[config.mk]
export PLATFORM = sky130hd
export DESIGN_NAME = spr_router
export DESIGN_NICKNAME = d
export VERILOG_FILES = /design/src/spr_pkg.sv /design/src/spr_pulse_gen.sv /design/src/spr_router.sv
export SDC_FILE = /design/constraint.sdc
export NUM_CORES = 1
export LEC_CHECK = 0
export ABC_AREA = 1
export BUFFER_PORTS_ARGS = -buffer_cell sky130_fd_sc_hd__buf_2
export CAP_MARGIN = 20
export CORE_ASPECT_RATIO = 0.8
export CORE_UTILIZATION = 50
export CTS_CLUSTER_DIAMETER = 50
export DETAILED_ROUTE_END_ITERATION = 12
export GPL_TIMING_DRIVEN = 0
export PLACE_DENSITY_LB_ADDON = 0.1
export SETUP_SLACK_MARGIN = 0.02
export SYNTH_ARGS = -nofsm -noshare
export SYNTH_HDL_FRONTEND = slang
export SYNTH_HIERARCHICAL = 1
export SYNTH_SLANG_ARGS = --single-unit
[constraint.sdc]
create_clock -name sys_clk -period 2.7 [get_ports sys_clk]
set_input_delay 0.27 -clock sys_clk [delete_from_list [all_inputs] [get_ports sys_clk]]
set_output_delay 0.27 -clock sys_clk [all_outputs]
set_load 0.02 [all_outputs]
[src/spr_pkg.sv]
// ======================================================================
// Shared constants and types
package spr_pkg;

  // ====================================================================
  // Register map (byte addresses, one 32-bit word each)
  localparam logic [7:0] OFS_CTRL   = 8'h00;
  localparam logic [7:0] OFS_TTL_EN = 8'h04;
  localparam logic [7:0] OFS_INSEL  = 8'h08;
  localparam logic [7:0] OFS_STATUS = 8'h0c;

  // ====================================================================
  // Front connector sources
  localparam logic [2:0] FSRC_ARM  = 3'h0;
  localparam logic [2:0] FSRC_RFT  = 3'h1;
  localparam logic [2:0] FSRC_PRE  = 3'h2;
  localparam logic [2:0] FSRC_ROSC = 3'h3;
  localparam logic [2:0] FSRC_CONV = 3'h4;

  // ECL line sources
  localparam logic [1:0] EFEED_FRONT = 2'h0;
  localparam logic [1:0] EFEED_ROSC  = 2'h1;
  localparam logic [1:0] EFEED_CONV  = 2'h2;

  // TTL shared source
  localparam logic TSRC_ARM   = 1'b0;
  localparam logic TSRC_READY = 1'b1;

  // Input selections used by arm, trigger and oscillator logic
  localparam logic [2:0] SEL_INT   = 3'h0;
  localparam logic [2:0] SEL_ECL0  = 3'h1;
  localparam logic [2:0] SEL_ECL1  = 3'h2;
  localparam logic [2:0] SEL_FRONT = 3'h3;
  localparam logic [2:0] SEL_TTL   = 3'h4;
  localparam logic [2:0] SEL_EXT   = 3'h5;

  // Status bit positions
  localparam int ST_CONFLICT = 0;
  localparam int ST_REJECT   = 1;
  localparam int ST_INIT     = 2;
  localparam int ST_FRONT    = 3;
  localparam int ST_ECL      = 4;
  localparam int ST_TTL      = 8;

  // ====================================================================
  // Timing
  localparam int CLK_MHZ  = 50;
  localparam int CONV_NS  = 25;
  localparam int CONV_CYC = (CONV_NS * CLK_MHZ + 999) / 1000;

  // ====================================================================
  // Types
  typedef struct packed {
    logic [1:0][1:0] ecl_src;
    logic            ttl_src;
    logic [2:0]      front_src;
    logic            front_en;
    logic [1:0]      ecl_en;
  } spr_ctrl_t;

  typedef struct packed {
    logic [2:0] rosc;
    logic [2:0] trig;
    logic [2:0] arm2;
    logic [2:0] arm1;
  } spr_insel_t;

  typedef struct packed {
    logic initiated;
    logic initiate;
    logic arm_event;
    logic arm_ready;
    logic cycle_done;
    logic pre_arm_met;
    logic arm_count_gt1;
    logic segment_switch;
    logic meas_done;
    logic convert;
    logic mem_read;
  } spr_acq_t;

  localparam int CTRL_W  = $bits(spr_ctrl_t);
  localparam int INSEL_W = $bits(spr_insel_t);

  localparam spr_ctrl_t CTRL_RST = '{
    ecl_src:   {EFEED_FRONT, EFEED_CONV},
    ttl_src:   TSRC_ARM,
    front_src: FSRC_CONV,
    front_en:  1'b0,
    ecl_en:    2'b00
  };

  localparam spr_insel_t INSEL_RST = '{
    rosc: SEL_INT, trig: SEL_INT, arm2: SEL_INT, arm1: SEL_INT
  };

endpackage

[src/spr_pulse_gen.sv]
`timescale 1ns/100ps
`default_nettype none
// ======================================================================
// Fixed-width pulse on each trigger, retriggerable
module spr_pulse_gen
  import spr_pkg::*;
(
  input  wire logic sys_clk,  // System clock
  input  wire logic rst,      // Synchronous reset
  input  wire logic trig,     // One-cycle trigger
  output logic      pulse     // Pulse, CONV_CYC cycles wide
);

  logic [3:0] cnt_q;

  always_ff @(posedge sys_clk) begin
    if (rst) begin
      cnt_q <= 4'h0;
    end else if (trig) begin
      cnt_q <= 4'(CONV_CYC);
    end else if (cnt_q != 4'h0) begin
      cnt_q <= cnt_q - 4'h1;
    end
  end

  assign pulse = (cnt_q != 4'h0);

endmodule
`default_nettype wire

[src/spr_router.sv]
// Chosen here: the placing of the registers and register access over Wishbone.
`timescale 1ns/100ps
`default_nettype none
// What this block does
// RL1: Each ECL line has its own enable.
// RL2: Reset leaves both ECL lines disabled.
// RL3: Flag conflict: enabled ECL line also used as input.
// RL4: Ignore output setting writes while initiated.
// RL5: Front arm source low from arm until done.
// RL6: Front ready source low after delay, until done.
// RL7: Front pre-arm source low once count met.
// RL8: Pre-arm level rises at next cycle or initiate.
// RL9: Front oscillator output inverted; external uses falling edge.
// RL10: Oscillator output runs whenever that source selected.
// RL11: Front convert source gives 25 ns low pulse (here CONV_CYC rounds up to 2 cycles, 40 ns at 50 MHz).
// RL12: Memory readout also makes convert pulses.
// RL13: Reset selects convert pulse for front connector.
// RL14: Front output gated by enable, off after reset.
// RL15: Flag conflict: front enabled while arm uses it.
// RL16: One shared source for all eight TTL lines.
// RL17: TTL arm source low from arm until done.
// RL18: TTL ready source low when initiated.
// RL19: Ready high during segment change, low on reinitiate.
// RL20: Ready high after measurement completes.
// RL21: Reset selects arm signal for TTL lines.
// RL22: ECL front feed inverts front, needs front enable.
// RL23: Each TTL line has own enable, off at reset.
// RL24: Level outputs idle high without acquisition (the pre-arm level here stays low until initiate or a later arm).
module spr_router
  import spr_pkg::*;
(
  input  wire logic        sys_clk,       // System clock, 50 MHz
  input  wire logic        rst,           // Synchronous reset, high
  input  wire logic        wb_cyc_i,      // Wishbone cycle
  input  wire logic        wb_stb_i,      // Wishbone strobe
  input  wire logic        wb_we_i,       // Wishbone write
  input  wire logic [7:0]  wb_adr_i,      // Wishbone byte address
  input  wire logic [3:0]  wb_sel_i,      // Wishbone byte enables
  input  wire logic [31:0] wb_dat_i,      // Wishbone write data
  output logic      [31:0] wb_dat_o,      // Wishbone read data
  output logic             wb_ack_o,      // Wishbone acknowledge
  input  wire spr_acq_t    acq,           // Acquisition events
  input  wire logic        rosc_clk,      // Reference oscillator
  output logic             front_out,     // Front connector level
  output logic             front_drive_n, // Front driver on, low
  output logic      [1:0]  ecl_sync_line, // ECL line levels
  output logic      [1:0]  ecl_drive_n,   // ECL drivers on, low
  output logic      [7:0]  ttl_sync_line, // TTL line levels
  output logic      [7:0]  ttl_drive_n    // TTL drivers on, low
);

  // ====================================================================
  // Register bus
  spr_ctrl_t   ctrl_q;
  spr_insel_t  insel_q;
  logic [7:0]  ttl_en_q;
  logic        conflict_q;
  logic        reject_q;
  logic        ack_q;
  logic [31:0] rdat_q;
  logic        req;
  logic        wr_ctrl;
  logic        wr_ttl;
  logic        wr_insel;
  logic        wr_status;
  logic [31:0] ctrl_wr;
  logic [31:0] ttl_wr;
  logic [31:0] insel_wr;
  logic [31:0] status_rd;

  function automatic logic [31:0] merge(input logic [31:0] old,
                                        input logic [31:0] dat,
                                        input logic [3:0]  sel);
    logic [31:0] res;
    res = old;
    for (int i = 0; i < 4; i++) begin
      if (sel[i]) begin
        res[i*8 +: 8] = dat[i*8 +: 8];
      end
    end
    return res;
  endfunction

  assign req        = wb_cyc_i && wb_stb_i && !ack_q;
  assign wr_ctrl    = req && wb_we_i && (wb_adr_i == OFS_CTRL);
  assign wr_ttl     = req && wb_we_i && (wb_adr_i == OFS_TTL_EN);
  assign wr_insel   = req && wb_we_i && (wb_adr_i == OFS_INSEL);
  assign wr_status  = req && wb_we_i && (wb_adr_i == OFS_STATUS);
  assign ctrl_wr  = merge(32'(ctrl_q), wb_dat_i, wb_sel_i);
  assign ttl_wr   = merge(32'(ttl_en_q), wb_dat_i, wb_sel_i);
  assign insel_wr = merge(32'(insel_q), wb_dat_i, wb_sel_i);

  // Output settings are frozen during an acquisition
  always_ff @(posedge sys_clk) begin
    if (rst) begin
      ctrl_q <= CTRL_RST;                      // RL2 RL13 RL14 RL21
    end else if (wr_ctrl && !acq.initiated) begin          // RL4
      ctrl_q <= spr_ctrl_t'(ctrl_wr[CTRL_W-1:0]);
    end
  end

  always_ff @(posedge sys_clk) begin
    if (rst) begin
      ttl_en_q <= 8'h00;                                    // RL23
    end else if (wr_ttl && !acq.initiated) begin           // RL4
      ttl_en_q <= ttl_wr[7:0];
    end
  end
  always_ff @(posedge sys_clk) begin
    if (rst) begin
      insel_q <= INSEL_RST;
    end else if (wr_insel) begin
      insel_q <= spr_insel_t'(insel_wr[INSEL_W-1:0]);
    end
  end

  // ====================================================================
  // Settings conflicts
  logic [1:0] ecl_conflict;
  logic       front_conflict;
  logic       conflict_now;
  for (genvar g = 0; g < 2; g++) begin : g_ecl_conf
    localparam logic [2:0] SEL_ME = (g == 0) ? SEL_ECL0 : SEL_ECL1;
    assign ecl_conflict[g] = ctrl_q.ecl_en[g] &&
      (insel_q.rosc == SEL_ME || insel_q.arm1 == SEL_ME ||
       insel_q.arm2 == SEL_ME || insel_q.trig == SEL_ME);       // RL3
  end

  assign front_conflict = ctrl_q.front_en && (insel_q.arm1 == SEL_FRONT ||
                          insel_q.arm2 == SEL_FRONT);           // RL15
  assign conflict_now   = (|ecl_conflict) || front_conflict;

  // Sticky flags, write one to clear; a new event beats the clear
  always_ff @(posedge sys_clk) begin
    if (rst) begin
      conflict_q <= 1'b0;
    end else if (conflict_now) begin                       // RL3 RL15
      conflict_q <= 1'b1;
    end else if (wr_status && wb_sel_i[0] && wb_dat_i[ST_CONFLICT]) begin
      conflict_q <= 1'b0;
    end
  end

  always_ff @(posedge sys_clk) begin
    if (rst) begin
      reject_q <= 1'b0;
    end else if ((wr_ctrl || wr_ttl) && acq.initiated) begin // RL4
      reject_q <= 1'b1;
    end else if (wr_status && wb_sel_i[0] && wb_dat_i[ST_REJECT]) begin
      reject_q <= 1'b0;
    end
  end

  // ====================================================================
  // Bus answer: ack one cycle after the request, unmapped reads zero
  always_comb begin
    status_rd = 32'h0;
    status_rd[ST_CONFLICT]      = conflict_q;
    status_rd[ST_REJECT]        = reject_q;
    status_rd[ST_INIT]          = acq.initiated;
    status_rd[ST_FRONT]         = front_out;
    status_rd[ST_ECL +: 2]      = ecl_sync_line;
    status_rd[ST_TTL +: 8]      = ttl_sync_line;
  end

  always_ff @(posedge sys_clk) begin
    if (rst) begin
      ack_q  <= 1'b0;
      rdat_q <= 32'h0;
    end else begin
      ack_q <= req;
      if (req) begin
        unique case (wb_adr_i)
          OFS_CTRL:   rdat_q <= 32'(ctrl_q);
          OFS_TTL_EN: rdat_q <= {24'h0, ttl_en_q};
          OFS_INSEL:  rdat_q <= 32'(insel_q);
          OFS_STATUS: rdat_q <= status_rd;
          default:    rdat_q <= 32'h0;
        endcase
      end
    end
  end

  assign wb_ack_o = ack_q;
  assign wb_dat_o = rdat_q;

  // ====================================================================
  // Synchronisation levels (high = condition asserted, pin low)
  logic arm_low_q;
  logic rft_low_q;
  logic pre_low_q;
  logic ready_low_q;
  always_ff @(posedge sys_clk) begin
    if (rst) begin
      arm_low_q <= 1'b0;
    end else if (acq.arm_event) begin                      // RL5 RL17
      arm_low_q <= 1'b1;
    end else if (acq.cycle_done || !acq.initiated) begin   // RL24
      arm_low_q <= 1'b0;
    end
  end

  always_ff @(posedge sys_clk) begin
    if (rst) begin
      rft_low_q <= 1'b0;
    end else if (acq.arm_ready) begin                      // RL6
      rft_low_q <= 1'b1;
    end else if (acq.cycle_done || !acq.initiated) begin   // RL24
      rft_low_q <= 1'b0;
    end
  end

  always_ff @(posedge sys_clk) begin
    if (rst) begin
      pre_low_q <= 1'b0;
    end else if (acq.pre_arm_met) begin                    // RL7
      pre_low_q <= 1'b1;
    end else if (acq.initiate ||
                 (acq.arm_event && acq.arm_count_gt1)) begin // RL8
      pre_low_q <= 1'b0;
    end
  end

  always_ff @(posedge sys_clk) begin
    if (rst) begin
      ready_low_q <= 1'b0;
    end else if (acq.initiate) begin                       // RL18 RL19
      ready_low_q <= 1'b1;
    end else if (acq.segment_switch) begin                 // RL19
      ready_low_q <= 1'b0;
    end else if (acq.meas_done || !acq.initiated) begin    // RL20 RL24
      ready_low_q <= 1'b0;
    end
  end

  // ====================================================================
  // Reference oscillator and convert pulse
  logic rosc_meta_q;
  logic rosc_q;
  logic rosc_ext;
  logic conv_pulse;
  always_ff @(posedge sys_clk) begin
    if (rst) begin
      rosc_meta_q <= 1'b0;
      rosc_q      <= 1'b0;
    end else begin
      rosc_meta_q <= rosc_clk;
      rosc_q      <= rosc_meta_q;
    end
  end
  assign rosc_ext = (insel_q.rosc == SEL_EXT);
  spr_pulse_gen u_spr_pulse_gen (
    .sys_clk (sys_clk),
    .rst     (rst),
    .trig    (acq.convert || acq.mem_read),                 // RL11 RL12
    .pulse   (conv_pulse)
  );

  // ====================================================================
  // Front connector
  logic front_sig;
  always_comb begin
    unique case (ctrl_q.front_src)
      FSRC_ARM:  front_sig = !arm_low_q;                    // RL5
      FSRC_RFT:  front_sig = !rft_low_q;                    // RL6
      FSRC_PRE:  front_sig = !pre_low_q;                    // RL7
      FSRC_ROSC: front_sig = rosc_ext ? rosc_q : !rosc_q;   // RL9 RL10
      FSRC_CONV: front_sig = !conv_pulse;                   // RL11
      default:   front_sig = 1'b1;
    endcase
  end
  always_ff @(posedge sys_clk) begin
    if (rst) begin
      front_out     <= 1'b1;
      front_drive_n <= 1'b1;
    end else begin
      front_out     <= ctrl_q.front_en ? front_sig : 1'b1;  // RL14
      front_drive_n <= !ctrl_q.front_en;                    // RL14
    end
  end

  // ====================================================================
  // ECL lines, each with its own feed and enable
  for (genvar g = 0; g < 2; g++) begin : g_ecl
    logic sig;
    always_comb begin
      unique case (ctrl_q.ecl_src[g])
        EFEED_FRONT: sig = ctrl_q.front_en && !front_sig;  // RL22
        EFEED_ROSC:  sig = rosc_ext ? !rosc_q : rosc_q;
        EFEED_CONV:  sig = conv_pulse;
        default:     sig = 1'b0;
      endcase
    end
    always_ff @(posedge sys_clk) begin
      if (rst) begin
        ecl_sync_line[g] <= 1'b0;
        ecl_drive_n[g]   <= 1'b1;
      end else begin
        ecl_sync_line[g] <= ctrl_q.ecl_en[g] ? sig : 1'b0;  // RL1
        ecl_drive_n[g]   <= !ctrl_q.ecl_en[g];              // RL1
      end
    end
  end

  // ====================================================================
  // TTL lines share one feed, enabled one by one
  logic ttl_sig;
  assign ttl_sig = (ctrl_q.ttl_src == TSRC_ARM) ? !arm_low_q   // RL16
                                                : !ready_low_q;
  for (genvar g = 0; g < 8; g++) begin : g_ttl
    always_ff @(posedge sys_clk) begin
      if (rst) begin
        ttl_sync_line[g] <= 1'b1;
        ttl_drive_n[g]   <= 1'b1;
      end else begin
        ttl_sync_line[g] <= ttl_en_q[g] ? ttl_sig : 1'b1;   // RL23
        ttl_drive_n[g]   <= !ttl_en_q[g];                   // RL23
      end
    end
  end
endmodule
`default_nettype wire

==> out/metrics.csv, run 1 <==
stage;metric;value;unit
flow_run;max cap viols;0;
critical_path;Worst EP arrival;1.80;ns
cts;worst skew pair latency;0.35;ns
detailed_routing;DR WL/cell;14.4;microns
outcome;outcome;finished clean;
synthesis;top post-synthesis cells by count;nand2_1 (104), dfxtp_1 (82), inv_1 (53);
final_layout;Filler Cell Count;649;
cts;clock sink count;82;
critical_path;CP Launch Type;flip-flop;
synthesis;synthesized area per cell;7.44;sq um
floorplan;die width;97.1;microns
cts;H-tree depth;3;
synthesis;Mapped Cells;486;
detailed_routing;DRT iter0 DRCs;193;
synthesis;area leader, netlist;dfxtp_1;
sta;Fmax;0.660;GHz
floorplan;core area;6930;sq um
final_layout;Final nets;650;
sta;max_slew headroom;0.596;
synthesis;Synth Register Bits;82;
critical_path;CP endpoint kind;flip-flop;
place;hpwl dp;7540;microns
synthesis;asr flop ratio synth;0;
sta;final setup violation count;0;
min_path;Hold Crit Class;in -> reg;
final_layout;Area Growth Syn to Fin;21.3;%
sta;Slew @ Worst Pin;0.603;ns
floorplan;initial core utilization;0.522;
final_layout;Post-Route Utilization;0.633;
critical_path;worst-path fanout max;10;
floorplan;die area;7580;sq um
global_routing;initial antenna violation count;0;
global_routing;GRT Overall Usage;0.260;
synthesis;Synth Flop Type;dfxtp_1;
cts;Setup Fix Bufs, Post-CTS;0;
global_routing;vias in the first global route;3003;
place;PortBufs;77;
synthesis;Post-Syn Area;3620;sq um
cts;post_cts resized;0;
cts;CTS root buffer;clkbuf_8;
power_and_ir_drop;Max IR drop VDD;0.000318;V
global_routing;largest net degree at the start of global routing;14;
power_and_ir_drop;clock power share;0.407;
place;routability cong.;0.912;
synthesis;Area contributors post-synth;dfxtp_1 (45%), nand2_1 (11%), a21oi_1 (6.6%);
final_layout;ant diodes;0;
critical_path;Critical Path RT;2.98;ns
critical_path;Buf+Inv Stages, Crit Path;3;
power_and_ir_drop;combinational power share;0.078;
detailed_routing;Vias;3466;
detailed_routing;final antenna-violating net count;0;
cts;number of buffers created by CTS;9;
sta;RSZ-0062 raised after global routing;no;
critical_path;Top delay family on crit path;buffers and inverters;
floorplan;I/O pin total;116;
detailed_routing;drc violations;0;
cts;CTS tree;built;
sta;Fin. Hold Viols;0;
power_and_ir_drop;sequential power share;0.514;
floorplan;Die Ht;78.1;microns
synthesis;top-area cell type share of the netlist area;0.454;
cts;cts hold-fix bufs;0;
power_and_ir_drop;pwr/cell area;544;nW/um^2
critical_path;type of the worst setup path;reg -> reg;
detailed_routing;Routed WL;9770;microns
critical_path;critical path cell sequence;inv_1, nand3_1, inv_1, clkbuf_1, o21ai_0, a21oi_1;
critical_path;slowest CP cell;clkbuf_1;
power_and_ir_drop;P_sw;558;uW
global_routing;GR Overflow Total;0;
sta;Clock Skew;0.00539;ns
sta;setup TNS;0;ns
final_layout;multi-input combinational cell area;1600;sq um
synthesis;sequential area share after synthesis;0.454;
critical_path;Worst path most repeated cell;inv_1;
synthesis;number of synthesized flops with an enable pin;0;
final_layout;register area;1640;sq um
sta;min cycle time layout;1.52;ns
global_routing;first-pass GRT wire length;15000;microns
cts;clock buffer depth;2;
sta;crit share post-route;0.561;
synthesis;top-count cell post-synth;nand2_1;
power_and_ir_drop;internal power;1.83;mW
sta;Slew Limit Fails;0;
power_and_ir_drop;switch share;0.234;
cts;Reg clk slew, reported paths;0.08;ns
power_and_ir_drop;P_leak;2.02;nW
detailed_routing;DR pass1 iterations;5;
critical_path;Worst path max stage delay;0.35;ns
synthesis;Netlist cell types;34;
synthesis;Yosys Warn Count;6;
detailed_routing;Via density;5.09;
final_layout;fraction of layout cells with a size suffix above 1;0.239;
floorplan;row cnt;27;
==> cell type report <==
class                   count  share of cell area
multi-input cells         329               0.365
inverters                  56              0.0482
plain buffers              34              0.0499
clock inverters             5              0.0177
well taps                  87              0.0248
flip-flops and latches     82               0.374
clock buffers              11              0.0322
repair buffers             77              0.0879
==> logic make-up (layout without fill, tap and decap cells) <==
family / Yosys count / after routing / synth area share
simple gates: 216 / 216 / 0.283
compound gates: 96 / 96 / 0.141
buf+inv: 90 / 183 / 0.119
flops: 82 / 82 / 0.454
other cells: 1 / 16 / 0.00104
xor+xnor: 1 / 1 / 0.00242
==> power by group through the flow <==
stage / logic (mW) / clock network [mW] / registers (mW)
2_1_floorplan: 0.112 / 0 / 1.26
3_3_place_gp: 0.182 / 0 / 1.25
3_5_place_dp: 0.184 / 0 / 1.25
4_1_cts: 0.185 / 0.986 / 1.23
5_1_grt: 0.204 / 1.03 / 1.23
6_report: 0.187 / 0.971 / 1.23
==> worst reg2reg max path, cell delays in order (launching register included) <==
cell and delay [ns]:
dfxtp_1 0.32, inv_1 0.10, nand3_1 0.16, inv_1 0.10, clkbuf_1 0.35, o21ai_0 0.26, a21oi_1 0.17
==> final timing paths <==
path	from	end	slack [ns]	cells after the start
worst max-delay path	wb_ack_o$_SDFF_PP0_	wb_dat_o[3]$_SDFFE_PP0P_	1.18	6
worst min-delay path	rst	u_spr_pulse_gen/cnt_q[1]$_SDFFE_PP0P_	0.11	2
worst max register to register	wb_ack_o$_SDFF_PP0_	wb_dat_o[3]$_SDFFE_PP0P_	1.18	6
worst min register to register	rosc_meta_q$_SDFF_PP0_	rosc_q$_SDFF_PP0_	0.41	2
==> sequential cells by signal, summed over array words and instances (netlist names), 2 cells and up <==
register and count:
wb_dat_o 16, ttl_sync_line 8, ttl_drive_n 8, insel_q 12, ctrl_q 11, ecl_drive_n 2
ecl_sync_line 2, ttl_en_q 8, u_spr_pulse_gen/cnt_q 4
==> cell usage in the layout, fill, tap and decap left out, types with 2 or more instances in the layout <==
master | Yosys | layout
a21oi_1 | 48 | 48
a21oi_2 | 3 | 3
buf_2 | 4 | 81
buf_4 | 17 | 17
buf_6 | 3 | 3
bufinv_16 | 0 | 2
clkbuf_1 | 10 | 11
clkbuf_8 | 0 | 10
clkinv_2 | 1 | 3
conb_1 | 1 | 16
dfxtp_1 | 82 | 82
inv_1 | 53 | 53
inv_2 | 2 | 2
nand2_1 | 104 | 104
nand2_2 | 6 | 6
nand3_1 | 47 | 47
nand3b_1 | 2 | 2
nor2_1 | 38 | 38
nor2_4 | 2 | 2
nor3_2 | 2 | 2
nor3_4 | 2 | 2
nor3b_1 | 6 | 6
o211ai_1 | 3 | 3
o21ai_0 | 35 | 35
o21ai_1 | 3 | 3
o21ai_2 | 2 | 2
==> through the flow <==
stage | area, sq um | total power [mW] | instances | hold WS, ns | worst slack, ns
after floorplan | 3670 | 1.37 | 501 | 0.332 | 1.36
after CTS | 4390 | 2.40 | 681 | 0.0950 | 1.19
after detailed placement | 4170 | 1.44 | 665 | 0.400 | 1.02
after global placement | 4170 | 1.44 | 665 | 0.390 | 1.00
final | 4390 | 2.38 | 681 | 0.107 | 1.18
after global routing | 4390 | 2.46 | 681 | 0.108 | 1.02
==> metal layers <==
| metal | share of wire | vias up | GRT usage |
|---|---|---|---|
| li1 | - | 1743 | - |
| met1 | 0.46 | 1551 | 0.357 |
| met2 | 0.44 | 154 | 0.405 |
| met3 | 0.080 | 18 | 0.0570 |
| met4 | 0.019 | 0 | 0.0955 |
| met5 | 0 | - | 0 |
No activity file was read; power rests on OpenSTA's default activity.
==> run 2: changes to the inputs <==
--- a/config.mk
+++ b/config.mk
@@ -9,7 +9,7 @@
 export BUFFER_PORTS_ARGS = -buffer_cell sky130_fd_sc_hd__buf_2
 export CAP_MARGIN = 20
 export CORE_ASPECT_RATIO = 0.8
-export CORE_UTILIZATION = 50
+export CORE_UTILIZATION = 46
 export CTS_CLUSTER_DIAMETER = 50
 export DETAILED_ROUTE_END_ITERATION = 12
 export GPL_TIMING_DRIVEN = 0
==> constraint.sdc (replaced) <==
create_clock -name sys_clk -period 1.35 [get_ports sys_clk]
set_input_delay 0.135 -clock sys_clk [delete_from_list [all_inputs] [get_ports sys_clk]]
set_output_delay 0.135 -clock sys_clk [all_outputs]
set_load 0.02 [all_outputs]
==> run 2 against run 1 <==
Combinational power grew 110%. Global-route usage shrank 1.1 points. Non-clock buffer count grew 13. Cell count grew 4.6%. Design area grew 5.1%. Setup slack lost 1.2 ns. Total power grew 98%.
==> out/metrics.csv, run 2 (synthesis gave the netlist of run 1 again) <==
stage;metric;value;unit;change
global_routing;GRT Overall Usage;0.249;;was 0.260
final_layout;leading cell type in the layout, fill and taps excluded;nand2_1;;unchanged
final_layout;Non-Filler Cell Area, Final;4610;sq um;was 4390 sq um
cts;clock buffer depth;2;;unchanged
global_routing;initial antenna violation count;0;;unchanged
cts;number of buffers created by CTS;9;;unchanged
global_routing;vias in the first global route;3078;;was 3,003
final_layout;Final nets;663;;was 650
final_layout;most frequent cells in the layout;nand2_1 (103), buf_2 (81), dfxtp_1 (75);;was nand2_1 (104), dfxtp_1 (82), buf_2 (81)
critical_path;Worst Setup EP;insel_q[9]$_SDFFE_PP0P_;;was wb_dat_o[3]$_SDFFE_PP0P_
global_routing;grt met3 use;0.0508;;was 0.0570
final_layout;Area Growth Syn to Fin;27.4;%;was 21.3%
critical_path;CP endpoint kind;flip-flop;;unchanged
detailed_routing;final antenna-violating net count;0;;unchanged
critical_path;Worst EP arrival;1.64;ns;was 1.80 ns
sta;Fmax;0.744;GHz;was 0.660 GHz
detailed_routing;Via density;4.87;;was 5.09
cts;CTS tree;built;;unchanged
critical_path;CP Launch Type;flip-flop;;unchanged
sta;max_slew headroom;0.601;;was 0.596
floorplan;die area;8220;sq um;was 7580 sq um
critical_path;worst reg2reg setup slack;0.007;ns;was 1.18 ns
critical_path;crit path from;wb_ack_o$_SDFF_PP0_;;unchanged
detailed_routing;Vias;3465;;was 3,466
floorplan;Die Ht;81.3;microns;was 78.1 microns
global_routing;GR Overflow Total;0;;unchanged
cts;CTS root buffer;clkbuf_8;;unchanged
power_and_ir_drop;pwr/cell area;1020;nW/um^2;was 544 nW/um^2
final_layout;ant diodes;0;;unchanged
cts;clock sink count;82;;unchanged
place;PortBufs;77;;unchanged
place;hpwl dp;7340;microns;was 7540 microns
place;DP Area;4200;sq um;was 4170 sq um
sta;Slew Limit Fails;0;;unchanged
outcome;outcome;finished clean;;unchanged
critical_path;Critical Path RT;1.65;ns;was 2.98 ns
critical_path;worst-path fanout max;8;;was 10
sta;Clock Skew;0.0126;ns;was 0.00539 ns
cts;Reg clk slew, reported paths;0.10;ns;was 0.08 ns
cts;worst skew pair latency;0.38;ns;was 0.35 ns
sta;Slew @ Worst Pin;0.597;ns;was 0.603 ns
detailed_routing;DRT iter0 DRCs;191;;was 193
sta;final setup violation count;0;;unchanged
final_layout;Post-Route Utilization;0.615;;was 0.633
detailed_routing;drc violations;0;;unchanged
critical_path;type of the worst setup path;reg -> reg;;unchanged
final_layout;fraction of layout cells with a size suffix above 1;0.285;;was 0.239
power_and_ir_drop;Max IR drop VDD;0.000751;V;was 0.000318 V
cts;H-tree depth;3;;unchanged
global_routing;first-pass GRT wire length;15100;microns;was 15,000 microns
floorplan;row cnt;28;;was 27
global_routing;GR Util met1;0.321;;was 0.357
place;routability cong.;0.926;;was 0.912
sta;Fin. Hold Viols;0;;unchanged
power_and_ir_drop;P_leak;2.13;nW;was 2.02 nW
critical_path;R2R Path End;insel_q[9]$_SDFFE_PP0P_;;was wb_dat_o[3]$_SDFFE_PP0P_
floorplan;I/O pin total;116;;unchanged
sta;RSZ-0062 raised after global routing;yes;;was no
floorplan;core area;7500;sq um;was 6930 sq um
flow_run;max cap viols;0;;unchanged
global_routing;GR peak layer;met2;;unchanged
floorplan;initial core utilization;0.482;;was 0.522
global_routing;met2 Use GR;0.411;;was 0.405
detailed_routing;DR pass1 iterations;6;;was 5
critical_path;reg2reg start;wb_ack_o$_SDFF_PP0_;;unchanged
sta;min cycle time layout;1.34;ns;was 1.52 ns
sta;setup TNS;0;ns;unchanged
floorplan;die width;101;microns;was 97.1 microns
critical_path;worst reg-to-reg path cell count;6;;unchanged
detailed_routing;Routed WL;9710;microns;was 9770 microns
detailed_routing;DR WL/cell;13.6;microns;was 14.4 microns
sta;crit share post-route;0.995;;was 0.561
min_path;Hold Crit Class;in -> reg;;unchanged
global_routing;largest net degree at the start of global routing;17;;was 14
final_layout;number of flip-flops in the largest register;16;;unchanged
[run 2: layout make-up]
cell class | instances | area, sq um
buffer | 34 | 230
multi-input combinational | 329 | 1670
clock inverter | 7 | 83.8
tap | 105 | 131
clock buffer | 9 | 124
inverter | 56 | 211
sequential | 82 | 1650
fill | 750 | 2890
timing repair buffer | 90 | 508
[run 2: critical path, cell delays in order (launching register included)]
cell     delay [ns]
dfxtp_2        0.33
inv_2          0.06
nand4_4        0.14
buf_4          0.19
nor3_4         0.27
o21ai_0        0.14
a21oi_1        0.14
[run 2: power breakdown]
part	internal, mW	switching, mW
clock	0.889	0.979
combinational	0.144	0.253
sequential	2.44	0.0136
[run 2: timing repair]
action                                  in CTS  in global routing
gates resized for setup                      6                 25
endpoints found under the setup margin      22                 39
pin swaps                                    4                  2
hold endpoints to repair                     6                  1
gates cloned                                 0                  1
hold buffers                                 5                  1
setup buffers                                3                  3
[run 2: worst min-delay path by stage]
stage | end | slack, ns | from | cells past startpoint
after floorplan | u_spr_pulse_gen/cnt_q[1]$_SDFFE_PP0P_ | 0.20 | rst | 1
after global placement | rosc_meta_q$_SDFF_PP0_ | 0.34 | rosc_clk | 3
after global routing | arm_low_q$_SDFFE_PP0P_ | 0.02 | acq[8] | 3
after CTS | u_spr_pulse_gen/cnt_q[1]$_SDFFE_PP0P_ | -0.05 | rst | 2
final | insel_q[2]$_SDFFE_PP0P_ | 0.01 | wb_dat_i[2] | 3
after detailed placement | rosc_meta_q$_SDFF_PP0_ | 0.34 | rosc_clk | 3
[run 2: through the flow]
step / setup WS (ns) / hold slack (ns) / power (mW) / cells
floorplan: 0.0292 / 0.197 / 2.74 / 501
global placement: -0.191 / 0.336 / 2.87 / 683
detailed placement: -0.207 / 0.340 / 2.88 / 683
CTS: -0.00777 / -0.0504 / 4.73 / 707
global route: -0.0715 / 0.0233 / 4.88 / 712
finish: 0.00680 / 0.0125 / 4.72 / 712
[run 2: metal layers]
metal	wire [microns]	share of wire	vias up
met3	814	0.084	16
li1	-	-	1769
met1	4500	0.46	1546
met5	0	0	-
met2	4230	0.44	134
met4	158	0.016	0
==> run 3: changes to the inputs <==
--- a/config.mk
+++ b/config.mk
@@ -5,11 +5,10 @@
 export SDC_FILE = /design/constraint.sdc
 export NUM_CORES = 1
 export LEC_CHECK = 0
-export ABC_AREA = 1
 export BUFFER_PORTS_ARGS = -buffer_cell sky130_fd_sc_hd__buf_2
 export CAP_MARGIN = 20
 export CORE_ASPECT_RATIO = 0.8
-export CORE_UTILIZATION = 46
+export CORE_UTILIZATION = 45
 export CTS_CLUSTER_DIAMETER = 50
 export DETAILED_ROUTE_END_ITERATION = 12
 export GPL_TIMING_DRIVEN = 0
==> constraint.sdc (replaced) <==
create_clock -name sys_clk -period 1.35 [get_ports sys_clk]
set_input_delay 0.2025 -clock sys_clk [delete_from_list [all_inputs] [get_ports sys_clk]]
set_output_delay 0.2025 -clock sys_clk [all_outputs]
set_load 0.02 [all_outputs]
==> run 3 against run 2 <==
The run now ends with setup timing left. Non-clock buffer count decreased by 4. Design area is 4.9% lower. Cell count shrank 19%. Sequential power about the same. Critical path depth fell by 1. First-iteration DRC count decreased by 32%. Largest cell class unchanged. Count of clock-buffer cells in the layout increased by 3.
==> out/metrics.csv, run 3 <==
stage;metric;value;unit;change
final_layout;number of flip-flops in the largest register;16;;unchanged
final_layout;fraction of layout cells with a size suffix above 1;0.344;;was 0.285
final_layout;Non-Filler Cell Area, Final;4380;sq um;was 4610 sq um
cts;number of buffers created by CTS;9;;unchanged
critical_path;CP endpoint kind;flip-flop;;unchanged
cts;CTS root buffer;clkbuf_8;;unchanged
critical_path;CP Launch Type;flip-flop;;unchanged
cts;worst skew pair latency;0.35;ns;was 0.38 ns
critical_path;worst-path fanout max;8;;unchanged
place;DP Area;4000;sq um;was 4200 sq um
power_and_ir_drop;pwr/cell area;1010;nW/um^2;was 1020 nW/um^2
synthesis;Area contributors post-synth;dfxtp_1 (48%), mux2i_1 (7.9%), nand2_1 (5.2%);;was dfxtp_1 (45%), nand2_1 (11%), a21oi_1 (6.6%)
detailed_routing;DR WL/cell;15.6;microns;was 13.6 microns
detailed_routing;DR pass1 iterations;4;;was 6
synthesis;number of synthesized flops with an enable pin;0;;unchanged
global_routing;GRT Overall Usage;0.240;;was 0.249
final_layout;Area Growth Syn to Fin;28.2;%;was 27.4%
floorplan;die width;99.4;microns;was 101 microns
detailed_routing;drc violations;0;;unchanged
place;PortBufs;74;;was 77
critical_path;Worst EP arrival;1.83;ns;was 1.64 ns
cts;cts hold-fix bufs;0;;was 5
floorplan;initial core utilization;0.462;;was 0.482
global_routing;first-pass GRT wire length;14200;microns;was 15,100 microns
power_and_ir_drop;P_leak;1.79;nW;was 2.13 nW
cts;H-tree depth;3;;unchanged
global_routing;vias in the first global route;2744;;was 3,078
final_layout;leading cell type in the layout, fill and taps excluded;dfxtp_1;;was nand2_1
power_and_ir_drop;Max IR drop VDD;0.000726;V;was 0.000751 V
cts;clock buffer depth;2;;unchanged
critical_path;type of the worst setup path;reg -> reg;;unchanged
synthesis;mux cell area share after synthesis;0.132;;was 0
synthesis;Yosys Warn Count;6;;unchanged
sta;RSZ-0062 raised after global routing;yes;;unchanged
synthesis;Post-Syn Area;3420;sq um;was 3620 sq um
global_routing;GR Overflow Total;0;;unchanged
detailed_routing;Via density;5.14;;was 4.87
global_routing;initial antenna violation count;0;;unchanged
synthesis;Simple-Gate Fraction of Synth Area;0.206;;was 0.283
final_layout;most frequent cells in the layout;dfxtp_1 (76), buf_2 (74), nand2_1 (47);;was nand2_1 (103), buf_2 (81), dfxtp_1 (75)
floorplan;row cnt;28;;unchanged
synthesis;top post-synthesis cells by count;dfxtp_1 (82), nand2_1 (47), mux2i_1 (27);;was nand2_1 (104), dfxtp_1 (82), inv_1 (53)
critical_path;Critical Path RT;1.63;ns;was 1.65 ns
floorplan;die area;7950;sq um;was 8220 sq um
detailed_routing;DRT iter0 DRCs;129;;was 191
final_layout;ant diodes;0;;unchanged
detailed_routing;Vias;2976;;was 3,465
sta;final worst setup slack;-0.205;ns;was 0.00680 ns
sta;Slew Limit Fails;0;;unchanged
synthesis;Synth Register Bits;82;;unchanged
detailed_routing;Routed WL;9060;microns;was 9710 microns
final_layout;Final nets;530;;was 663
global_routing;largest net degree at the start of global routing;14;;was 17
synthesis;largest family of logic cells by synthesized area;simple AND/OR/NAND/NOR gates;;unchanged
synthesis;top-count cell post-synth;dfxtp_1;;was nand2_1
cts;CTS tree;built;;unchanged
synthesis;sequential area share after synthesis;0.480;;was 0.454
sta;min cycle time layout;1.55;ns;was 1.34 ns
sta;Fmax;0.643;GHz;was 0.744 GHz
floorplan;core area;7390;sq um;was 7500 sq um
place;routability cong.;0.853;;was 0.926
synthesis;Synth Flop Type;dfxtp_1;;unchanged
synthesis;Mapped Cells;357;;was 486
sta;crit share post-route;1.15;;was 0.995
synthesis;asr flop ratio synth;0;;unchanged
synthesis;synthesized area per cell;9.58;sq um;was 7.44 sq um
sta;Slew @ Worst Pin;0.596;ns;was 0.597 ns
synthesis;Netlist cell types;47;;was 34
final_layout;Filler Cell Count;684;;was 750
synthesis;Synth Area in Adders;0;;unchanged
min_path;Hold Crit Class;in -> reg;;unchanged
place;hpwl dp;6750;microns;was 7340 microns
detailed_routing;final antenna-violating net count;0;;unchanged
floorplan;I/O pin total;116;;unchanged
synthesis;post-synthesis compound-gate area fraction;0.112;;was 0.141
final_layout;fin cells;579;;was 712
power_and_ir_drop;post-layout power;4.44;mW;was 4.72 mW
cts;clock sink count;82;;unchanged
floorplan;Die Ht;80.0;microns;was 81.3 microns
sta;Fin. Hold Viols;0;;unchanged
synthesis;Synth Area in XOR/XNOR;0.00256;;was 0.00242
final_layout;Post-Route Utilization;0.593;;was 0.615
cts;Reg clk slew, reported paths;0.08;ns;was 0.10 ns
synthesis;area leader, netlist;dfxtp_1;;unchanged
outcome;outcome;finished, violations left;;was finished clean
sta;Clock Skew;0.0133;ns;was 0.0126 ns
sta;final setup violation count;20;;was 0
place;cell count after placement;551;;was 683
synthesis;top-area cell type share of the netlist area;0.480;;was 0.454
outcome;failing checks;setup timing;;
sta;max_slew headroom;0.603;;was 0.601
flow_run;max cap viols;0;;unchanged
[run 3: cell count changes in the layout (fill, tap and decap cells not counted), sizes merged, moves of 7 or more]
cell,before,now
mux2i,0,27
nand2,111,47
a22oi,0,12
nor2,41,27
nand3,48,8
nand3b,2,9
nand4,1,11
o21ai,40,12
a21oi,51,16
inv,59,9
[run 3: layout make-up]
class / instances / area, sq um / share of cell area
timing repair buffer: 87 / 484 / 0.110
sequential: 82 / 1650 / 0.376
multi-input combinational: 247 / 1690 / 0.386
buffer: 33 / 211 / 0.0482
inverter: 9 / 33.8 / 0.00771
clock buffer: 12 / 155 / 0.0354
clock inverter: 4 / 26.3 / 0.00599
tap: 105 / 131 / 0.0300
[run 3: path summary, 6_finish.rpt]
path	start	endpoint	slack, ns	depth (start not counted)
setup / recovery	wb_ack_o$_SDFF_PP0_	ttl_en_q[0]$_SDFFE_PP0P_	-0.20	5
setup reg to reg	wb_ack_o$_SDFF_PP0_	ttl_en_q[0]$_SDFFE_PP0P_	-0.20	5
hold reg to reg	ttl_en_q[6]$_SDFFE_PP0P_	ttl_sync_line[6]$_SDFF_PP1_	0.42	1
hold / removal	acq[5]	pre_low_q$_SDFFE_PP0P_	0.06	3
[run 3: stage by stage]
stage               hold WS (ns)  setup TNS [ns]  setup WS (ns)
global placement           0.405          -19.90         -0.532
CTS                       0.0464           -2.26         -0.198
floorplan                  0.272           -5.53         -0.207
global route              0.0606           -3.77         -0.315
detailed placement         0.403          -21.04         -0.553
finish                    0.0558           -2.14         -0.205
[run 3: metal layers]
metal  routed length [microns]  vias to the layer above  GRT usage
met5                         0                        -          0
met2                      4020                       95      0.374
li1                          -                     1461          -
met3                       500                       13     0.0587
met4                       156                        0     0.0721
met1                      4380                     1407      0.330
[run 3: cell families after synthesis]
group,Yosys count
buffers and inverters,43
other,1
DFF,82
xor gates and xnor gates,1
AOI/OAI and AO/OA,59
muxes,37
and+or+nand+nor,134
[run 3: power breakdown]
part | switching, mW | total, mW | leakage [nW] | internal, mW
clock | 0.857 | 1.62 | 0.0924 | 0.766
sequential | 0.00871 | 2.44 | 0.666 | 2.43
combinational | 0.227 | 0.378 | 1.03 | 0.151
total | 1.09 | 4.44 | 1.79 | 3.35
[run 3: worst max-delay path, stage by stage (launching register included)]
cell and delay [ns]:
dfxtp_2 0.33, and3b_2 0.24, nand4_1 0.17, nor4b_2 0.29
buf_4 0.25, mux2i_1 0.20
[run 3: timing repair]
action | CTS | global route
resized for setup | 15 | 14
buffers inserted | 10 | 4
pin swaps | 8 | 5
setup endpoints to repair | 52 | 55
